## config.mk

```make
export PLATFORM = sky130hd
export DESIGN_NAME = quhb_host_port
export DESIGN_NICKNAME = d
export VERILOG_FILES = /design/src/design/quhb_pkg.sv /design/src/design/quhb_host_port.sv
export SDC_FILE = /design/constraint.sdc
export NUM_CORES = 1
export LEC_CHECK = 0
export BUFFER_PORTS_ARGS = -buffer_cell sky130_fd_sc_hd__buf_2
export CORE_ASPECT_RATIO = 0.8
export CORE_MARGIN = 4
export CORE_UTILIZATION = 42
export DETAILED_ROUTE_END_ITERATION = 8
export HOLD_SLACK_MARGIN = 0.15
export PLACE_DENSITY = 0.58
export REMOVE_ABC_BUFFERS = 1
export SLEW_MARGIN = 20
export SYNTH_ARGS = -nofsm -noshare
export SYNTH_HDL_FRONTEND = slang
export SYNTH_SLANG_ARGS = --single-unit
```

## constraint.sdc

```tcl
create_clock -name clk -period 2.5 [get_ports clk]
set_clock_uncertainty 0.1 [all_clocks]
set_input_delay 0.125 -clock clk [delete_from_list [all_inputs] [get_ports clk]]
set_output_delay 0.125 -clock clk [all_outputs]
set_load 0.01 [all_outputs]
```

## src/design/quhb_pkg.sv

```systemverilog
// Constants shared by the quad UART host bus port and interrupt router
//
// Contract
// - Three-bit index picks one register per channel
// - Read strobe low drives selected register out
// - Write strobe low stores bus byte
// - Transfers reach only channels whose select is low
// - Per-channel pins enabled by enable bit, mode zero
// - Global mode: pin 0 combined, 1-3 off
// - Per-channel interrupt pins assert high
// - Combined interrupt level follows polarity bit
// - Strap high forces per-channel pins driven
// - Reset input clears registers and outputs
package quhb_pkg;

  // ---------------------------------------------------------------
  // Bus geometry
  // ---------------------------------------------------------------
  localparam int unsigned NUM_CHAN = 4;                  // Channels behind the port
  localparam int unsigned CHAN_W   = 2;                  // Bits to number a channel
  localparam int unsigned ADDR_W   = 3;                  // Register index width
  localparam int unsigned DATA_W   = 8;                  // Data bus width
  localparam int unsigned REG_W    = CHAN_W + ADDR_W;    // Flat register index width
  localparam int unsigned NUM_REGS = NUM_CHAN << ADDR_W; // Registers over all channels

  // ---------------------------------------------------------------
  // Reset values
  // ---------------------------------------------------------------
  localparam logic [DATA_W-1:0]   REG_RESET  = 8'h00;    // Register content after reset
  localparam logic [NUM_CHAN-1:0] CHAN_NONE  = 4'h0;     // No channel / no pin driven
  localparam logic [NUM_CHAN-1:0] SEL_IDLE   = 4'hf;     // All selects released (high)
  localparam logic [ADDR_W-1:0]   ADDR_RESET = 3'h0;     // Sampled index after reset

endpackage

```

## src/design/quhb_host_port.sv

```systemverilog
// Host bus port and interrupt routing for a four-channel UART
`timescale 1ns/1ps
`default_nettype none

module quhb_host_port (
  input  wire logic                        clk,                 // 125 MHz system clock
  input  wire logic                        resetn,              // Async reset, active low
  // Host pins, asynchronous to clk
  input  wire logic                        device_reset,        // Reset pin, active high
  input  wire logic [quhb_pkg::ADDR_W-1:0] addr,                // Register index
  input  wire logic [quhb_pkg::DATA_W-1:0] data_in,             // Data bus, pin level
  output var  logic [quhb_pkg::DATA_W-1:0] data_out,            // Data bus, driven value
  output var  logic                        data_oe,             // Data bus enable, high drives
  input  wire logic                        read_strobe_n,       // Read strobe, active low
  input  wire logic                        write_strobe_n,      // Write strobe, active low
  input  wire logic                        chan0_select_n,      // Channel 0 select, active low
  input  wire logic                        chan1_select_n,      // Channel 1 select, active low
  input  wire logic                        chan2_select_n,      // Channel 2 select, active low
  input  wire logic                        chan3_select_n,      // Channel 3 select, active low
  input  wire logic                        irq_force_strap,     // Strap, high forces drive
  // Configuration and events from the channel cores, same clock
  input  wire logic                        chan0_irq_output_enable_bit, // Channel 0 pin enable
  input  wire logic                        chan1_irq_output_enable_bit, // Channel 1 pin enable
  input  wire logic                        chan2_irq_output_enable_bit, // Channel 2 pin enable
  input  wire logic                        chan3_irq_output_enable_bit, // Channel 3 pin enable
  input  wire logic                        global_irq_mode_bit,     // Merge into pin 0
  input  wire logic                        global_irq_polarity_bit, // Combined level high
  input  wire logic                        chan0_event,         // Channel 0 interrupt pending
  input  wire logic                        chan1_event,         // Channel 1 interrupt pending
  input  wire logic                        chan2_event,         // Channel 2 interrupt pending
  input  wire logic                        chan3_event,         // Channel 3 interrupt pending
  // Interrupt pins, tri-state as value and enable
  output var  logic                        chan0_irq,           // Pin 0, also combined_irq
  output var  logic                        chan0_irq_oe,        // Pin 0 enable
  output var  logic                        chan1_irq,           // Pin 1 level
  output var  logic                        chan1_irq_oe,        // Pin 1 enable
  output var  logic                        chan2_irq,           // Pin 2 level
  output var  logic                        chan2_irq_oe,        // Pin 2 enable
  output var  logic                        chan3_irq,           // Pin 3 level
  output var  logic                        chan3_irq_oe         // Pin 3 enable
);

  // ---------------------------------------------------------------
  // Declarations
  // ---------------------------------------------------------------
  logic                                  rst_s1_q, rst_s2_q;     // Reset pin synchroniser
  logic                                  rd_s1_q, rd_s2_q;       // Read strobe synchroniser
  logic                                  wr_s1_q, wr_s2_q;       // Write strobe synchroniser
  logic                                  strap_s1_q, strap_s2_q; // Strap synchroniser
  logic [quhb_pkg::NUM_CHAN-1:0]         sel_s1_q, sel_s2_q;     // Select synchronisers
  logic [quhb_pkg::ADDR_W-1:0]           addr_s1_q, addr_s2_q;   // Index synchronisers
  logic [quhb_pkg::DATA_W-1:0]           din_s1_q, din_s2_q;     // Data synchronisers
  logic                                  wr_seen_q;              // Write done this strobe
  logic [quhb_pkg::DATA_W-1:0]           regs_q [quhb_pkg::NUM_REGS]; // Register store
  logic [quhb_pkg::DATA_W-1:0]           dout_q;                 // Read data register
  logic                                  doe_q;                  // Bus drive register
  logic [quhb_pkg::NUM_CHAN-1:0]         irq_q, irq_oe_q;        // Interrupt pin registers
  logic [quhb_pkg::CHAN_W-1:0]           chan_idx;               // Lowest selected channel
  logic                                  any_sel;                // Some select is low
  logic                                  rd_act, wr_go;          // Qualified strobes
  logic [quhb_pkg::REG_W-1:0]            reg_idx;                // Flat register index
  logic [quhb_pkg::NUM_CHAN-1:0]         ev, oe_bit;             // Gathered channel inputs
  logic                                  ev_any;                 // Any channel pending

  assign ev     = {chan3_event, chan2_event, chan1_event, chan0_event};
  assign oe_bit = {chan3_irq_output_enable_bit, chan2_irq_output_enable_bit,
                   chan1_irq_output_enable_bit, chan0_irq_output_enable_bit};
  assign ev_any = |ev;

  // ---------------------------------------------------------------
  // Pin synchronisers
  // ---------------------------------------------------------------
  // Two stages on every host pin; the bus is asynchronous to clk.
  // Address and data are stable while a strobe is low, so per-bit
  // synchronising gives a coherent word by the time it is used.
  always_ff @(posedge clk or negedge resetn) begin
    if (!resetn) begin
      rst_s1_q   <= 1'b0;
      rst_s2_q   <= 1'b0;
      rd_s1_q    <= 1'b1;
      rd_s2_q    <= 1'b1;
      wr_s1_q    <= 1'b1;
      wr_s2_q    <= 1'b1;
      strap_s1_q <= 1'b0;
      strap_s2_q <= 1'b0;
      sel_s1_q   <= quhb_pkg::SEL_IDLE;
      sel_s2_q   <= quhb_pkg::SEL_IDLE;
      addr_s1_q  <= quhb_pkg::ADDR_RESET;
      addr_s2_q  <= quhb_pkg::ADDR_RESET;
      din_s1_q   <= quhb_pkg::REG_RESET;
      din_s2_q   <= quhb_pkg::REG_RESET;
    end else begin
      rst_s1_q   <= device_reset;
      rst_s2_q   <= rst_s1_q;
      rd_s1_q    <= read_strobe_n;
      rd_s2_q    <= rd_s1_q;
      wr_s1_q    <= write_strobe_n;
      wr_s2_q    <= wr_s1_q;
      strap_s1_q <= irq_force_strap;
      strap_s2_q <= strap_s1_q;
      sel_s1_q   <= {chan3_select_n, chan2_select_n, chan1_select_n, chan0_select_n};
      sel_s2_q   <= sel_s1_q;
      addr_s1_q  <= addr;
      addr_s2_q  <= addr_s1_q;
      din_s1_q   <= data_in;
      din_s2_q   <= din_s1_q;
    end
  end

  // ---------------------------------------------------------------
  // Channel decode
  // ---------------------------------------------------------------
  // Lowest selected channel wins if the host selects several at once;
  // the host should never do that, but the result stays defined.
  always_comb begin
    chan_idx = '0;
    for (int i = quhb_pkg::NUM_CHAN - 1; i >= 0; i--) begin
      if (!sel_s2_q[i]) begin
        chan_idx = i[quhb_pkg::CHAN_W-1:0];
      end
    end
  end

  assign any_sel = ~&sel_s2_q;
  assign reg_idx = {chan_idx, addr_s2_q};
  assign rd_act  = any_sel & ~rd_s2_q;
  assign wr_go   = any_sel & ~wr_s2_q & ~wr_seen_q;

  // ---------------------------------------------------------------
  // Write side
  // ---------------------------------------------------------------
  // One store per strobe low period, so a long strobe does not
  // repeat side effects the channel cores may attach to a write.
  always_ff @(posedge clk or negedge resetn) begin
    if (!resetn) begin
      wr_seen_q <= 1'b0;
    end else if (rst_s2_q) begin
      wr_seen_q <= 1'b0;
    end else begin
      wr_seen_q <= any_sel & ~wr_s2_q;
    end
  end

  // Register store, cleared by either reset
  always_ff @(posedge clk or negedge resetn) begin
    if (!resetn) begin
      for (int r = 0; r < quhb_pkg::NUM_REGS; r++) begin
        regs_q[r] <= quhb_pkg::REG_RESET;
      end
    end else if (rst_s2_q) begin
      for (int r = 0; r < quhb_pkg::NUM_REGS; r++) begin
        regs_q[r] <= quhb_pkg::REG_RESET;
      end
    end else if (wr_go) begin
      regs_q[reg_idx] <= din_s2_q;
    end
  end

  // ---------------------------------------------------------------
  // Read side
  // ---------------------------------------------------------------
  // Bus is driven only while select and read are both seen low; the
  // synchronisers add two to three cycles of turn-on and turn-off lag,
  // which the host must allow for in its strobe timing.
  always_ff @(posedge clk or negedge resetn) begin
    if (!resetn) begin
      dout_q <= quhb_pkg::REG_RESET;
      doe_q  <= 1'b0;
    end else if (rst_s2_q) begin
      dout_q <= quhb_pkg::REG_RESET;
      doe_q  <= 1'b0;
    end else begin
      dout_q <= rd_act ? regs_q[reg_idx] : quhb_pkg::REG_RESET;
      doe_q  <= rd_act;
    end
  end

  assign data_out = dout_q;
  assign data_oe  = doe_q;

  // ---------------------------------------------------------------
  // Interrupt routing
  // ---------------------------------------------------------------
  // Global mode: pin 0 always driven with the merged request at the
  // chosen polarity, pins 1-3 released. Otherwise each pin is active
  // high and driven when its enable bit is set or the strap forces it.
  always_ff @(posedge clk or negedge resetn) begin
    if (!resetn) begin
      irq_q    <= quhb_pkg::CHAN_NONE;
      irq_oe_q <= quhb_pkg::CHAN_NONE;
    end else if (rst_s2_q) begin
      irq_q    <= quhb_pkg::CHAN_NONE;
      irq_oe_q <= quhb_pkg::CHAN_NONE;
    end else if (global_irq_mode_bit) begin
      irq_q    <= {3'h0, ~(ev_any ^ global_irq_polarity_bit)};
      irq_oe_q <= {3'h0, 1'b1};
    end else begin
      irq_q    <= ev;
      irq_oe_q <= oe_bit | {quhb_pkg::NUM_CHAN{strap_s2_q}};
    end
  end

  assign chan0_irq    = irq_q[0];
  assign chan0_irq_oe = irq_oe_q[0];
  assign chan1_irq    = irq_q[1];
  assign chan1_irq_oe = irq_oe_q[1];
  assign chan2_irq    = irq_q[2];
  assign chan2_irq_oe = irq_oe_q[2];
  assign chan3_irq    = irq_q[3];
  assign chan3_irq_oe = irq_oe_q[3];

  // ---------------------------------------------------------------
  // Checks
  // ---------------------------------------------------------------
  // The disable clause sees the current reset value, but the edge at
  // which the reset pin is released still runs the clear branch, so
  // each next-cycle check but a_bus_release, a_select_gate and a_reset_clear also asks for reset released at its start.
  a_read_drive_on: assert property (
    @(posedge clk) disable iff (!resetn || rst_s2_q)
    !rst_s2_q && rd_act |=> doe_q ##0 $past(any_sel) ##0 !$past(rd_s2_q))
    else $error("bus not driven during read");

  a_bus_release: assert property (
    @(posedge clk) disable iff (!resetn || rst_s2_q)
    !rd_act |=> !doe_q)
    else $error("bus driven outside read");

  a_read_data: assert property (
    @(posedge clk) disable iff (!resetn || rst_s2_q)
    !rst_s2_q && rd_act && !wr_go |=> dout_q == regs_q[$past(reg_idx)])
    else $error("wrong read data");

  a_write_store: assert property (
    @(posedge clk) disable iff (!resetn || rst_s2_q)
    !rst_s2_q && wr_go |=> regs_q[$past(reg_idx)] == $past(din_s2_q) ##1 !wr_go)
    else $error("write not stored once");

  a_select_gate: assert property (
    @(posedge clk) disable iff (!resetn || rst_s2_q)
    &sel_s2_q |-> !wr_go ##1 !doe_q)
    else $error("transfer without select");

  a_chan_mode: assert property (
    @(posedge clk) disable iff (!resetn || rst_s2_q)
    !rst_s2_q && !global_irq_mode_bit && !strap_s2_q |=> irq_oe_q == $past(oe_bit) && irq_q == $past(ev))
    else $error("per-channel pins wrong");

  a_global_mute: assert property (
    @(posedge clk) disable iff (!resetn || rst_s2_q)
    !rst_s2_q && global_irq_mode_bit |=> irq_oe_q == 4'h1 && irq_q[3:1] == 3'h0)
    else $error("pins 1-3 active in global mode");

  a_global_level: assert property (
    @(posedge clk) disable iff (!resetn || rst_s2_q)
    !rst_s2_q && global_irq_mode_bit && global_irq_polarity_bit |=> irq_q[0] == $past(ev_any))
    else $error("combined level wrong, high polarity");

  a_global_low: assert property (
    @(posedge clk) disable iff (!resetn || rst_s2_q)
    !rst_s2_q && global_irq_mode_bit && !global_irq_polarity_bit |=> irq_q[0] == !$past(ev_any))
    else $error("combined level wrong, low polarity");

  a_strap_force: assert property (
    @(posedge clk) disable iff (!resetn || rst_s2_q)
    !rst_s2_q && strap_s2_q && !global_irq_mode_bit |=> irq_oe_q == 4'hf)
    else $error("strap did not force pins");

  a_reset_clear: assert property (
    @(posedge clk) disable iff (!resetn)
    rst_s2_q |=> !doe_q && irq_oe_q == 4'h0 && irq_q == 4'h0 && regs_q[0] == 8'h00)
    else $error("reset did not clear");

endmodule

`default_nettype wire

```

Word-level counts from Yosys, hierarchy flattened
Index checks and enable logic that the tools add are counted.

word-level totals
  register bits = 312
  output and inout bits = 17

operators by class
  $lt $le $gt $ge = 2
  mux-type cells = 20
  bitwise operators = 10
  reductions and logical operators = 5

operators with widths
  cell                                                number
  two-way mux 256 bit                                 2
  bitwise mux 256 bit                                 1
  binary-select mux 8 bit (select 5 bit)              1
  demux 8 bit (select 5 bit)                          1
  two-way mux 8 bit                                   5
  two-way mux 4 bit                                   4
  two-way mux 2 bit                                   4
  >= comparator 6 bit, second input constant          1
  < comparator 6 x 1 -> 1 bit, second input constant  1
  inverter 5 -> 6 bit                                 1
  inverter 1 bit                                      4
  OR 4 bit                                            1
  AND reduction 4 bit                                 1
  OR reduction 4 bit                                  1
  bitwise AND 1 bit                                   3
  two-way mux 1 bit                                   2
  nonzero test 2 bit                                  1
  logical AND 1 bit                                   1
  zero test 1 bit                                     1
  XOR 1 bit                                           1

Depth between registers and ports, before layout
  word-level depth = 12
  gate-level depth with buffers = 8
  mapped depth without buffers = 4

Worst setup path before layout
Ideal clock, no wire load.

  path type = register -> register
  from = register sel_s2_q[0] (netlist name)
  to = register regs_q[127] (netlist name)
  setup time = 136 ps
  arrival = 1651 ps
  slack = 613 ps
  cell stages (with the launch flop) = 8
  period minus slack after synthesis = 1887 ps
  cell sequence = dfstp_2 > buf_2 > nor4bb_1 > buf_2 > buf_4 > nand4_1 > nand2_1 > a21oi_1

between the ends
  cells in the longest elaborated chain, start to end = 9

RTL lines
  item                                                                                      RTL line               source
  start, declared                                                                           quhb_host_port.sv:50   logic [quhb_pkg::NUM_CHAN-1:0] sel_s1_q, sel_s2_q;
  start signal, assigned                                                                    quhb_host_port.sv:87   sel_s2_q <= quhb_pkg::SEL_IDLE;
  start signal, assigned                                                                    quhb_host_port.sv:102  sel_s2_q <= sel_s1_q;
  two-way mux 2 bit                                                                         quhb_host_port.sv:118  if (!sel_s2_q[i]) begin
  inverter 5 -> 6 bit (not written as such)                                                 quhb_host_port.sv:155  regs_q[reg_idx] <= din_s2_q;
  >= comparator 6 bit (not written as such) or < comparator 6 x 1 -> 1 bit (tied branches)  quhb_host_port.sv:155
  logical AND 1 bit (not written as such)                                                   quhb_host_port.sv:155
  two-way mux 8 bit (not written as such)                                                   quhb_host_port.sv:155
  demux 8 bit (select 5 bit)                                                                quhb_host_port.sv:155
  bitwise mux 256 bit                                                                       quhb_host_port.sv:155
  two-way mux 256 bit                                                                       quhb_host_port.sv:154  end else if (wr_go) begin
  two-way mux 256 bit                                                                       quhb_host_port.sv:150  end else if (rst_s2_q) begin
  end signal, assigned by index                                                             quhb_host_port.sv:148  regs_q[r] <= quhb_pkg::REG_RESET;
  end signal, assigned by index                                                             quhb_host_port.sv:152  regs_q[r] <= quhb_pkg::REG_RESET;
  end signal, assigned by index                                                             quhb_host_port.sv:155
  end, declared                                                                             quhb_host_port.sv:54   logic [quhb_pkg::DATA_W-1:0] regs_q [quhb_pkg::NUM_REGS];

Several ways; a longest one is shown, not always the timed one. The select of a mux whose other input is x is not followed.
A chain may end at the register's enable or synchronous reset.

Worst setup path in the final report
  from = register addr_s2_q[1] (netlist name)
  to = register dout_q (netlist bit data_out[5])

between the ends
  cells in the longest elaborated chain, start to end = 6

RTL lines
  item                                                   RTL line               source
  start, declared                                        quhb_host_port.sv:51   logic [quhb_pkg::ADDR_W-1:0] addr_s1_q, addr_s2_q;
  start signal, assigned                                 quhb_host_port.sv:89   addr_s2_q <= quhb_pkg::ADDR_RESET;
  start signal, assigned                                 quhb_host_port.sv:104  addr_s2_q <= addr_s1_q;
  inverter 5 -> 6 bit (not written as such)              quhb_host_port.sv:173  dout_q <= rd_act ? regs_q[reg_idx] : quhb_pkg::REG_RESET;
  binary-select mux 8 bit (select 5 bit)                 quhb_host_port.sv:173
  two-way mux 8 bit (not written as such) (2 in series)  quhb_host_port.sv:173
  two-way mux 8 bit                                      quhb_host_port.sv:173
  two-way mux 8 bit                                      quhb_host_port.sv:169  end else if (rst_s2_q) begin
  end signal, assigned                                   quhb_host_port.sv:167  dout_q <= quhb_pkg::REG_RESET;
  end signal, assigned                                   quhb_host_port.sv:170  dout_q <= quhb_pkg::REG_RESET;
  end signal, assigned                                   quhb_host_port.sv:173
  end, declared                                          quhb_host_port.sv:55   logic [quhb_pkg::DATA_W-1:0] dout_q;

Every way passes these cells. The select of a mux whose other input is x is not followed.

==> impl_results.rst <==
.. list-table::
   :header-rows: 1

   * - Metric
     - Value
   * - Count of yosys warnings during synthesis
     - 0
   * - Sum of routed wire length over all layers
     - around 45,000 µm
   * - Overall fraction of global-route tracks in use
     - 0.2381
   * - #FFs+latches synth
     - 312
   * - Worst Tran Pin Value
     - ~0.72 ns
   * - Leading post-synthesis cells by cell area
     - sky130_fd_sc_hd__dfrtp_1 (52%), sky130_fd_sc_hd__nand3_1 (9.0%), sky130_fd_sc_hd__a21oi_1 (8.9%)
   * - CTS buffer count
     - 34
   * - Number of hold violations in the final report
     - 0
   * - Number of port buffers
     - between 40 and 50
   * - Instance count of the mapped netlist
     - approximately 1,400
   * - Most instantiated flip-flop cell in the synthesis netlist
     - sky130_fd_sc_hd__dfrtp_1
   * - Setup crit end kind
     - register
   * - Kind of cell adding the most delay to the critical path
     - flip-flops
   * - Area share of the largest cell type after synthesis
     - 0.5174
   * - Floorplan die width
     - roughly 220 µm
   * - Post-CTS setup buffer count
     - 0
   * - Detailed-route via count
     - 11,880
   * - Post-synth design cell area
     - 14,510 µm²
   * - Static Leak
     - just under 7 nW
   * - Count of unresolved DRC violations after routing
     - 0
   * - Via count of the first global-routing pass
     - between 10,000 and 15,000
   * - Total gr overflow
     - 0
   * - RSZ-0062 raised after global routing
     - false
   * - Sequential group share of total power
     - 0.463
   * - Min-Delay Path Class
     - primary input to register
   * - Net switching component of the power
     - 0.002742 W
   * - Fin crit period
     - 2.425 ns
   * - Master cell of the clock root buffer
     - sky130_fd_sc_hd__clkbuf_16
   * - Signed area change from the synthesized netlist to the final layout
     - 19.10%
   * - Minimum hold slack
     - 0.1624 ns
   * - Deepest clock path buffer count
     - 3
   * - TritonCTS sink count
     - 312
   * - Wire length of the first global-routing pass
     - 71,380 µm
   * - Half-perimeter wire length of the detailed placement result
     - 24,720 µm
   * - Sum of negative setup slack
     - 0 ns
   * - Critical path's largest stage delay
     - 0.80 ns
   * - Clock latency at the later pin of the worst-skew pair
     - approximately 0.53 ns
   * - Maximum number of pins on one net before global-route repair
     - 100
   * - Fmax achieved
     - 412.3 MHz
   * - Largest vdd supply drop
     - 0.0004617 V
   * - Largest fanout on the critical path
     - 25
   * - Total power density per cell area
     - between 600 and 700 nW/µm²
   * - CP Data Required Time
     - 2.79 ns
   * - Number of antenna violations at the first check in global routing
     - 0
   * - Die area
     - 37,600 µm²
   * - Starting Density
     - 0.4286
   * - Worst max-slew margin expressed relative to the limit
     - 0.5169
   * - Switching fraction of total power
     - 0.2456
   * - Max cap viols
     - 0
   * - Num ports
     - 48
   * - Fraction of the yosys area taken by sequential cells
     - 0.5391
   * - Fin crit share
     - 0.9701
   * - Total design power
     - 0.01116 W
   * - Row Count
     - 60
   * - Highest-delay cell along the critical path
     - sky130_fd_sc_hd__dfrtp_2
   * - Startpoint Class
     - register
   * - Status
     - complete, no violations
   * - Detailed-route wire length per cell
     - 22.82 µm
   * - Cell internal power dissipation
     - 0.008423 W
   * - Combinational share of power
     - 0.079
   * - Clock power share
     - 0.458
   * - H-tree level count
     - 2
   * - Most common cell in the netlist
     - sky130_fd_sc_hd__dfrtp_1
   * - Final setup violation count
     - 0
   * - Worst Path Buf+Inv
     - 1
   * - Share of synthesized flip-flops with an asynchronous set or reset
     - 1.000
   * - Die H
     - approximately 170 µm
   * - Layout cell share with drive strength beyond 1
     - 0.1819
   * - TritonCTS clock tree
     - yes
   * - Routability congestion estimate
     - ~0.8
   * - Library cell occupying the most area in the post-synthesis netlist
     - sky130_fd_sc_hd__dfrtp_1
   * - Critical-path cell list
     - buf_4 > mux4_2 > a221oi_2 > a31oi_1
   * - Most frequent cells after synthesis
     - sky130_fd_sc_hd__dfrtp_1 (300), sky130_fd_sc_hd__nand3_1 (261), sky130_fd_sc_hd__a21oi_1 (258)
   * - Nets
     - 1,501
   * - First drt pass iteration count
     - 5
   * - Via-to-Cell Ratio
     - approximately 6
   * - Synth cell types
     - 40
   * - Starting DRC count in detailed routing
     - roughly 1,500
   * - EDFF count, synth
     - 0
   * - Critical path arrival
     - between 2 and 3 ns
   * - Clock-pin slew on the worst setup and hold paths
     - roughly 0.06 ns
   * - Max-slew violation total from the final report
     - 0
   * - Per-instance average area after synthesis
     - 10.30 µm²
   * - DRT antenna net count
     - 0
   * - Crit path kind
     - register to register
   * - Antenna diodes
     - 0
   * - Core region area
     - 33,860 µm²
[kinds of logic (layout without fill, tap and decap cells)]
logic type	after synthesis	count (layout)	share of synthesized area
mux	64	64	0.1011
compound gates	432	432	0.1616
buf+inv	164	250	0.05372
flops	312	312	0.5391
simple gates	437	437	0.1444
[registers in the layout, indices dropped and copies added (netlist names), 3 cells and up]
name,flops
data_out,8
addr_s2_q,3
addr_s1_q,3
regs_q,256
din_s2_q,8
irq_q,4
din_s1_q,8
sel_s1_q,4
irq_oe_q,4
sel_s2_q,4
[layer usage]
| layer | track usage | part of all wire | vias up |
|---|---|---|---|
| met5 | 0 | 0 | - |
| met4 | 0.05554 | 0.019 | 0 |
| met3 | 0.04229 | 0.073 | 60 |
| met2 | 0.3578 | 0.46 | 435 |
| met1 | 0.3618 | 0.45 | 6142 |
| li1 | - | - | 5243 |
[layout by cell type, fill, tap and decap left out, types with 6 or more instances in the layout]
cell,instances
sky130_fd_sc_hd__dfrtp_1,297
sky130_fd_sc_hd__nand3_1,261
sky130_fd_sc_hd__a21oi_1,257
sky130_fd_sc_hd__nand2_1,130
sky130_fd_sc_hd__o21ai_0,128
sky130_fd_sc_hd__mux4_2,57
sky130_fd_sc_hd__dlygate4sd3_1,57
sky130_fd_sc_hd__buf_4,56
sky130_fd_sc_hd__buf_2,46
sky130_fd_sc_hd__clkbuf_16,35
sky130_fd_sc_hd__buf_12,28
sky130_fd_sc_hd__nand4_1,17
sky130_fd_sc_hd__a22oi_1,16
sky130_fd_sc_hd__dfstp_2,12
sky130_fd_sc_hd__clkbuf_1,11
sky130_fd_sc_hd__a221oi_2,8
sky130_fd_sc_hd__a31oi_1,8
sky130_fd_sc_hd__mux4_1,7
sky130_fd_sc_hd__clkinv_2,6
[power by group through the flow]
stage | registers, W | clock network [W] | logic, W
global route | 0.00518 | 0.00542 | 0.000949
CTS | 0.00517 | 0.00520 | 0.000877
detailed placement | 0.00526 | 0 | 0.000808
finish | 0.00517 | 0.00511 | 0.000881
floorplan | 0.00535 | 0 | 0.000220
global placement | 0.00526 | 0 | 0.000807
[worst paths after layout]
| check | start | to | slack, ns | cells after the start |
|---|---|---|---|---|
| max reg2reg | addr_s2_q[1] | data_out[5] | 0.07 | 4 |
| max in group asynchronous | resetn | regs_q[249] | 0.39 | 4 |
| min | addr[1] | addr_s1_q[1] | 0.16 | 2 |
| min in group asynchronous | resetn | regs_q[245] | 0.62 | 3 |
| min reg2reg | rst_s1_q | rst_s2_q | 0.25 | 0 |
| max | addr_s2_q[1] | data_out[5] | 0.07 | 4 |
[stage by stage]
| step | cell area (µm²) | utilization | worst slack, ns | cells |
|---|---|---|---|---|
| floorplan | 13730 | - | -3.090 | 1246 |
| global route | 17280 | 0.5104 | 0.005526 | 1960 |
| detailed placement | 15600 | 0.4608 | 0.09448 | 1842 |
| global placement | 15600 | 0.4608 | 0.1192 | 1842 |
| CTS | 17280 | 0.5103 | 0.09121 | 1960 |
| finish | 17280 | 0.5104 | 0.07472 | 1960 |
[repair_timing]
item,in CTS,in global routing
hold buffers,57,0
resized for setup,0,1
hold endpoints to repair,325,0
setup endpoints to repair,0,10
[area by class of cell]
class | instances | area, µm²
clock buffers | 50 | 972.2
clock inverters | 11 | 136.4
fillers | 3032 | 16580
inverters | 1 | 3.754
multi-input cells | 933 | 5959
flip-flops and latches | 312 | 7831
well taps | 465 | 581.8
repair buffers | 188 | 1797
Power figures use the tool's default switching activity.
